<file path="src/hdl/table_read_pkg.sv">
// Constants and types for the paged program-memory table read unit
package table_read_pkg;
	localparam int WORD_W = 10; // Instruction and program memory word width
	localparam int PAGE_W = 7; // Page part of the program counter
	localparam int LOW_W = 7; // Position part of the program counter
	localparam int PC_W = PAGE_W + LOW_W;
	localparam int STACK_DEPTH = 8; // Return stack levels
	localparam int STACK_IDX_W = 3;
	localparam logic [3:0] TABLE_READ_OPCODE = 4'h2; // Top four bits 0010
	localparam int OPCODE_MSB = 9;
	localparam int OPCODE_LSB = 6;
	localparam int OPERAND_MSB = 5;
	localparam logic [3:0] MACHINE_CYCLE_CLKS = 4'h4; // mclk periods per machine cycle
	localparam logic [1:0] OP_CYCLES = 2'h3; // Machine cycles per table read
	localparam logic [3:0] NIBBLE_RESET = 4'h0;
	localparam logic [2:0] DREG_RESET = 3'h0;
	localparam logic [STACK_IDX_W-1:0] STACK_IDX_RESET = 3'h7; // First push lands on level 0

	typedef enum logic [1:0] {
		ST_IDLE = 2'b00,
		ST_SAVE = 2'b01,
		ST_FETCH = 2'b11,
		ST_RESTORE = 2'b10
	} exec_state_t;
endpackage

</file>
<file path="src/hdl/page_table_read.sv">
// Execution unit for the paged program-memory table read instruction
`timescale 1ns/10ps
//
// Operation
// RULE1: Opcode top bits 0010 selects table read
// RULE2: Page operand must lie in implemented memory
// RULE3: Address is page, D2..D0 and A3..A0
// RULE4: Word bits 7..4 to B, 3..0 to A
// RULE5: Flag set: bits 9,8 to D1,D0, D2 cleared
// RULE6: Push program counter on stack first
// RULE7: Restore counter from stack, then pop once
// RULE8: Software keeps one stack level free
// RULE9: One word, three cycles, carry and skip untouched
module page_table_read
	import table_read_pkg::*;
(
	input wire logic mclk, // System clock, 20 MHz
	input wire logic reset_n, // Asynchronous reset, active low
	input wire logic instr_valid, // New instruction word presented
	input wire logic [WORD_W-1:0] instr_word, // Instruction word
	input wire logic upper_bits_transfer_flag, // Load D from word bits 9..8
	input wire logic [PC_W-1:0] pc_in, // Counter of the next instruction
	input wire logic [3:0] acc_in, // Accumulator contents
	input wire logic [2:0] d_in, // Register D contents
	input wire logic [WORD_W-1:0] rom_data, // Program memory word, one clock after address
	output logic [PC_W-1:0] rom_addr, // Program memory address
	output logic rom_re, // Program memory read strobe
	output logic [PAGE_W-1:0] pc_high_part, // Counter page part
	output logic [LOW_W-1:0] pc_low_part, // Counter position part
	output logic pc_we, // Counter update strobe
	output logic [3:0] acc_out, // New accumulator value
	output logic acc_we, // Accumulator write strobe
	output logic [3:0] b_out, // New register B value
	output logic b_we, // Register B write strobe
	output logic [2:0] register_d_bits, // New register D value
	output logic d_we, // Register D write strobe
	output logic [STACK_IDX_W-1:0] stack_index, // Return stack index
	output logic busy, // Instruction in progress
	output logic done // Instruction finished
);
	exec_state_t state_q, state_d;
	logic [3:0] div_q, div_d;
	logic [1:0] cyc_q, cyc_d;
	logic [PAGE_W-1:0] pch_q, pch_d;
	logic [LOW_W-1:0] pcl_q, pcl_d;
	logic [STACK_IDX_W-1:0] sp_q, sp_d;
	logic [3:0] acc_q, acc_d;
	logic [3:0] b_q, b_d;
	logic [2:0] dr_q, dr_d;
	logic [PC_W-1:0] rom_addr_q, rom_addr_d;
	logic rom_re_q, rom_re_d;
	logic pc_we_q, pc_we_d;
	logic acc_we_q, acc_we_d;
	logic b_we_q, b_we_d;
	logic d_we_q, d_we_d;
	logic done_q, done_d;
	logic upper_bits_transfer_flag_q, upper_bits_transfer_flag_d;
	logic [2:0] dsrc_q, dsrc_d;
	logic [3:0] asrc_q, asrc_d;
	logic [PC_W-1:0] pcsave_q, pcsave_d;
	logic push_en;
	logic [PC_W-1:0] stack_rd;
	logic mcyc_en;
	logic is_table_read;

	// Decode looks only at the opcode field; the operand is the page
	assign is_table_read = instr_word[OPCODE_MSB:OPCODE_LSB] == TABLE_READ_OPCODE; // RULE1
	assign mcyc_en = div_q == MACHINE_CYCLE_CLKS - 4'h1;
	// The start edge is clock 0 of the first machine cycle, so the save clock sees a count of 1
	assign push_en = state_q == ST_SAVE && cyc_q == 2'h0 && div_q == 4'h1; // RULE6

	return_stack_mem u_stack (
		.mclk(mclk),
		.wr_en(push_en),
		.wr_idx(sp_q),
		.wr_data(pcsave_q),
		.rd_idx(sp_q),
		.rd_data(stack_rd)
	);

	// Machine cycle divider and sequencer; it runs only during the instruction
	always_comb begin
		state_d = state_q;
		div_d = div_q;
		cyc_d = cyc_q;
		pch_d = pch_q;
		pcl_d = pcl_q;
		sp_d = sp_q;
		acc_d = acc_q;
		b_d = b_q;
		dr_d = dr_q;
		rom_addr_d = rom_addr_q;
		rom_re_d = 1'b0;
		pc_we_d = 1'b0;
		acc_we_d = 1'b0;
		b_we_d = 1'b0;
		d_we_d = 1'b0;
		done_d = 1'b0;
		upper_bits_transfer_flag_d = upper_bits_transfer_flag_q;
		dsrc_d = dsrc_q;
		asrc_d = asrc_q;
		pcsave_d = pcsave_q;
		if (state_q != ST_IDLE) begin
			div_d = mcyc_en ? 4'h0 : div_q + 4'h1;
		end
		case (state_q)
			ST_IDLE: begin
				div_d = 4'h0;
				cyc_d = 2'h0;
				if (instr_valid && is_table_read) begin
					// Operands are captured now so later core activity cannot disturb them
					state_d = ST_SAVE;
					div_d = 4'h1; // RULE9
					pch_d = {1'b0, instr_word[OPERAND_MSB:0]}; // RULE2
					upper_bits_transfer_flag_d = upper_bits_transfer_flag;
					dsrc_d = d_in;
					asrc_d = acc_in;
					pcsave_d = pc_in;
					sp_d = sp_q + 3'h1; // RULE6
				end
			end
			ST_SAVE: begin
				// Stack write happens on the first clock, redirect after it
				if (mcyc_en) begin
					pcl_d = {dsrc_q, asrc_q}; // RULE3
					rom_addr_d = {pch_q, dsrc_q, asrc_q}; // RULE3
					rom_re_d = 1'b1;
					pc_we_d = 1'b1;
					cyc_d = cyc_q + 2'h1;
					state_d = ST_FETCH;
				end
			end
			ST_FETCH: begin
				if (mcyc_en) begin
					b_d = rom_data[7:4]; // RULE4
					acc_d = rom_data[3:0]; // RULE4
					b_we_d = 1'b1;
					acc_we_d = 1'b1;
					if (upper_bits_transfer_flag_q) begin
						dr_d = {1'b0, rom_data[9:8]}; // RULE5
						d_we_d = 1'b1; // RULE5
					end
					cyc_d = cyc_q + 2'h1;
					state_d = ST_RESTORE;
				end
			end
			ST_RESTORE: begin
				// Third machine cycle ends the instruction; carry has no port here
				if (mcyc_en && cyc_q == OP_CYCLES - 2'h1) begin // RULE9
					pch_d = stack_rd[PC_W-1:LOW_W]; // RULE7
					pcl_d = stack_rd[LOW_W-1:0]; // RULE7
					pc_we_d = 1'b1;
					sp_d = sp_q - 3'h1; // RULE7
					done_d = 1'b1;
					state_d = ST_IDLE;
				end
			end
			default: begin
				state_d = ST_IDLE;
			end
		endcase
	end

	// State registers
	always_ff @(posedge mclk or negedge reset_n) begin
		if (!reset_n) begin
			state_q <= ST_IDLE;
			div_q <= 4'h0;
			cyc_q <= 2'h0;
			pch_q <= '0;
			pcl_q <= '0;
			sp_q <= STACK_IDX_RESET;
			acc_q <= NIBBLE_RESET;
			b_q <= NIBBLE_RESET;
			dr_q <= DREG_RESET;
			rom_addr_q <= '0;
			rom_re_q <= 1'b0;
			pc_we_q <= 1'b0;
			acc_we_q <= 1'b0;
			b_we_q <= 1'b0;
			d_we_q <= 1'b0;
			done_q <= 1'b0;
			upper_bits_transfer_flag_q <= 1'b0;
			dsrc_q <= DREG_RESET;
			asrc_q <= NIBBLE_RESET;
			pcsave_q <= '0;
		end else begin
			state_q <= state_d;
			div_q <= div_d;
			cyc_q <= cyc_d;
			pch_q <= pch_d;
			pcl_q <= pcl_d;
			sp_q <= sp_d;
			acc_q <= acc_d;
			b_q <= b_d;
			dr_q <= dr_d;
			rom_addr_q <= rom_addr_d;
			rom_re_q <= rom_re_d;
			pc_we_q <= pc_we_d;
			acc_we_q <= acc_we_d;
			b_we_q <= b_we_d;
			d_we_q <= d_we_d;
			done_q <= done_d;
			upper_bits_transfer_flag_q <= upper_bits_transfer_flag_d;
			dsrc_q <= dsrc_d;
			asrc_q <= asrc_d;
			pcsave_q <= pcsave_d;
		end
	end

	// Outputs straight from flip-flops; busy is combinational handshake
	assign rom_addr = rom_addr_q;
	assign rom_re = rom_re_q;
	assign pc_high_part = pch_q;
	assign pc_low_part = pcl_q;
	assign pc_we = pc_we_q;
	assign acc_out = acc_q;
	assign acc_we = acc_we_q;
	assign b_out = b_q;
	assign b_we = b_we_q;
	assign register_d_bits = dr_q;
	assign d_we = d_we_q;
	assign stack_index = sp_q;
	assign busy = state_q != ST_IDLE;
	assign done = done_q;
endmodule // page_table_read

</file>
<file path="src/hdl/return_stack_mem.sv">
// Return stack storage with one write port and a registered read port
`timescale 1ns/10ps
module return_stack_mem
	import table_read_pkg::*;
(
	input wire logic mclk, // System clock
	input wire logic wr_en, // Write strobe
	input wire logic [STACK_IDX_W-1:0] wr_idx, // Level written
	input wire logic [PC_W-1:0] wr_data, // Saved program counter
	input wire logic [STACK_IDX_W-1:0] rd_idx, // Level read
	output logic [PC_W-1:0] rd_data // Registered read data
);
	logic [PC_W-1:0] mem_q [STACK_DEPTH];
	logic [PC_W-1:0] rd_data_q;

	// Storage needs no reset; software never reads an unwritten level
	always_ff @(posedge mclk) begin
		if (wr_en) begin
			mem_q[wr_idx] <= wr_data;
		end
		rd_data_q <= mem_q[rd_idx];
	end

	assign rd_data = rd_data_q;
endmodule // return_stack_mem

</file>
<file path="config.mk">
export PLATFORM = sky130hd
export DESIGN_NAME = page_table_read
export DESIGN_NICKNAME = d
export VERILOG_FILES = /design/src/hdl/table_read_pkg.sv /design/src/hdl/page_table_read.sv /design/src/hdl/return_stack_mem.sv
export SDC_FILE = /design/constraint.sdc
export NUM_CORES = 1
export LEC_CHECK = 0
export BUFFER_PORTS_ARGS = -buffer_cell sky130_fd_sc_hd__buf_2
export CORE_AREA = 2 2 118 120
export CTS_BUF_LIST = sky130_fd_sc_hd__clkbuf_8
export DETAILED_ROUTE_END_ITERATION = 12
export DIE_AREA = 0 0 120 122
export GPL_TIMING_DRIVEN = 0
export PLACE_DENSITY = 0.78
export SLEW_MARGIN = 10
export SYNTH_ARGS = -nofsm -noshare
export SYNTH_HDL_FRONTEND = slang
export SYNTH_SLANG_ARGS = --single-unit
</file>
<file path="constraint.sdc">
create_clock -name mclk -period 6.5 [get_ports mclk]
set_clock_uncertainty 0.1 [all_clocks]
set_input_delay 1.3 -clock mclk [delete_from_list [all_inputs] [get_ports mclk]]
set_output_delay 1.3 -clock mclk [all_outputs]
set_load 0.02 [all_outputs]
</file>
==> summary by stage <==
Run status
The flow ran to the end, and the final reports show no timing, DRC or antenna violations.

Clocking
The count of buffers added by post-CTS timing repair for setup is 0. The maximum count of clock buffers along a single path is 3. The insertion delay to the later sink of the worst-skew pair is 550 ps.

The clock edge transition at the registers on the reported setup and hold paths is 70 ps. The count of hold buffers inserted by post-cts repair is 0. The tree is rooted in a clkbuf_8.

The number of gates resized after CTS was 0. TritonCTS created 31 clock buffers. The clock tree from TritonCTS is built. The clock net in this run drives a total of 202 sinks.

The maximum level of the CTS H-tree is 1.

Logic synthesis
Synthesis inferred 202 register bits. The number of warnings issued by yosys is 0. The count of different cell masters after synthesis is 54. The share of flip-flops with an asynchronous set or reset is 37.6%. Synthesis produced a netlist with a net count of 539. The count of flip-flops with a built-in enable after synthesis is 112.

The gate count of the mapped netlist is 484. The post-synthesis instance area is 7900 um^2. Among all flip-flop cells after synthesis, the most frequent one is edfxtp_1. After synthesis, the mean cell area works out to 16.3 um^2. Summing the sequential cell areas from Yosys gives 70.2% of the chip area.

STA
The maximum clock frequency is 0.299 GHz. Hold is met by 399 ps. In the final timing run, aggregate negative setup slack is 0 ps. The final setup slack of the worst path is 3150 ps. The total setup violations reported at the end of the flow is 0. The count of endpoints failing hold in the final timing report is 0.

For the pin with the worst max-slew slack, the measured transition is 957 ps. In the finished design, the share of the clock period the worst path needs comes to 51.5%. The normalized max-slew margin is 36.1%.

The max-slew violation count came to 0. Setup repair after global routing left no endpoint under its margin. The worst path in the final design needs a cycle of 3350 ps, including I/O delays and setup.

Global route
The number of global-route vias before repair was 4687. Entering global routing, the biggest net connects 62 pins. The initial antenna violation count is 0.

The wire length of the first global-routing pass is 25.1 mm. For this run, the total global-route usage over all layers was measured as 22.7%. The overall overflow remaining after global route is 0.

Placement
The placed instance area is 8720 um^2. The number of buffers added on ports is 92. OpenSTA, run right after detailed placement, puts the worst setup slack at 3500 ps. The routability-driven placement congestion ratio is 0.812. Including well taps, the total number of placed cells is 763.

Summed over all nets, the half-perimeter wirelength after detailed placement is 10.9 mm.

Drt
The routed design has 16.2 mm of wire. The first routing iteration left 518 violations. For this run, the detailed router's first-pass iteration total came to 5.

The final antenna-violating net count is 0. The wire length per cell after detailed routing is 19.8 um. The post-detailed-route DRC marker count is 0. In the routed layout, each cell is associated on average with a via count of 5.66. The detailed router placed 4638 vias in this run.

Floorplan
The row count is 43. The standard cell core area is 13500 um^2. The die is 122 um tall.

94 I/O pins were placed. The die is 120 um wide. The die footprint is 14600 um^2. For this configuration, the core starts out at a cell density of 58.5%.

Final layout
The finished layout holds 819 standard cells, fillers aside. The area occupied by multi-input gates is 2180 um^2. The final net count is 671.

The finished cells cover 9340 um^2. The share of final-layout standard cells stronger than drive strength 1 is 39.4%. The post-synthesis to final-layout area growth is 18.2%. The repair_antennas step left the layout with diodes totalling 0. The number of fill cells is 911. The sequential cell area in the final layout is 5550 um^2.

Worst setup path
The critical path is of the flip-flop to output port type. STA classifies the critical path startpoint as a flip-flop. Along the worst path, the maximum fanout reaches 8. The critical path data arrival time is 1950 ps.

The worst setup path is captured at an output port. At the worst endpoint, the required time is 5100 ps.

Pwr
The reported leakage power is 3.90 nW. The power density normalized to cell area is 459 nW/um^2. Across the VDD grid, the largest voltage drop is 0.182 mV.

Flow run
The max-cap violation count is 0.

Worst hold path
The path class of the tightest hold or removal check is flip-flop to flip-flop.
sequential cells by signal, summed over array words and instances, names as in the netlist, 2 cells and up:
signal / cells
stack_index: 3
div_q: 4
u_stack.rd_data: 14
state_q: 2
cyc_q: 2
b_out: 4
acc_out: 4
pcsave_q: 14
rom_addr: 14
asrc_q: 4
dsrc_q: 3
u_stack.mem_q: 112
pc_high_part: 7
pc_low_part: 7
register_d_bits: 2
placed cells by master, fill, tap and decap left out, drive strengths merged, types with 10 or more instances in the layout:
cell type and instances:
edfxtp 112, nor2 33, nand2 25, a21oi 14, dfxtp 14, mux2i 22
a221oi 10, buf 118, mux2 70, inv 25, dfrtp 73, clkbuf 42
area by class of cell:
class / instances / share of cell area [%]
sequential: 202 / 59.4
multi-input combinational: 248 / 23.4
clock inverter: 18 / 1.02
buffer: 23 / 1.61
timing repair buffer: 99 / 6.10
inverter: 11 / 0.442
clock buffer: 38 / 5.60
tap: 180 / 2.41
kinds of logic (layout without fill, tap and decap cells):
family                   Yosys count  in the layout  share of synthesized area [%]
AO/OA/AOI/OAI                     57             57                           5.42
other                              1              1                         0.0475
AND/OR/NAND/NOR                   77             77                           4.53
XOR/XNOR                           3              3                          0.333
flip-flops                       202            202                           70.2
multiplexers                     100            100                           15.3
buffers and inverters             34            189                           2.42
adder cells (fa/ha/maj)           10             10                           1.68
cell usage after synthesis, types with 2 or more instances:
cell	number	area (um^2)
a21o_2	2	17.5
a21oi_1	14	70.1
a221oi_1	10	87.6
a22oi_1	9	67.6
and2_1	3	18.8
buf_2	9	45.0
buf_4	4	30.0
buf_6	5	56.3
clkbuf_1	4	15.0
clkinv_1	2	7.51
dfrtp_1	73	1830
dfstp_2	3	78.8
dfxtp_1	14	280
edfxtp_1	112	3360
ha_1	9	113
inv_1	9	33.8
mux2_2	63	709
mux2_4	6	90.1
mux2i_1	22	220
mux4_2	8	180
nand2_1	24	90.1
nand3_1	2	10.0
nor2_1	33	124
nor2b_1	2	12.5
nor3_1	3	15.0
o221ai_1	5	43.8
o22a_1	3	26.3
o22ai_1	4	25.0
xnor2_1	2	17.5
metal layers:
metal	global-route usage (%)	part of all wire, %	vias up
met4	8.82	1.7	0
met2	38.6	50	228
met5	0	0	-
li1	-	-	2088
met1	29.4	40	2297
met3	4.17	7.6	25
critical path, stage by stage (launching register included):
cell and delay, ps:
dfrtp_1 400, inv_1 170, ha_1 170, clkbuf_1 330, inv_1 130, buf_2 180
where the power goes:
part	internal, mW	switching, mW	total [mW]
logic	0.568	0.812	1.38
registers	1.70	0.189	1.89
clock network	0.563	0.454	1.02
total	2.84	1.45	4.29
through the flow:
step           total power, mW  util, %
6_report                  4.29     69.1
5_1_grt                   4.51     69.1
4_1_cts                   4.31     69.1
3_5_place_dp              3.29     64.6
3_3_place_gp              3.22     63.6
2_1_floorplan             2.81        -
path summary, 6_finish.rpt:
check	startpoint	endpoint	slack (ps)	cells past startpoint
max	state_q[0]$_DFFE_PN0P_	busy	3150	5
min	b_out[3]$_DFFE_PN0P_	b_out[3]$_DFFE_PN0P_	400	1
max reg2reg	stack_index[0]$_DFFE_PN1P_	u_stack.mem_q[5][2]$_DFFE_PP_	3480	5
min reg2reg	b_out[3]$_DFFE_PN0P_	b_out[3]$_DFFE_PN0P_	400	1
max in group asynchronous	reset_n	stack_index[2]$_DFFE_PN1P_	5170	2
min in group asynchronous	reset_n	rom_addr[10]$_DFFE_PN0P_	520	1
(Power assumes the default switching activity.)
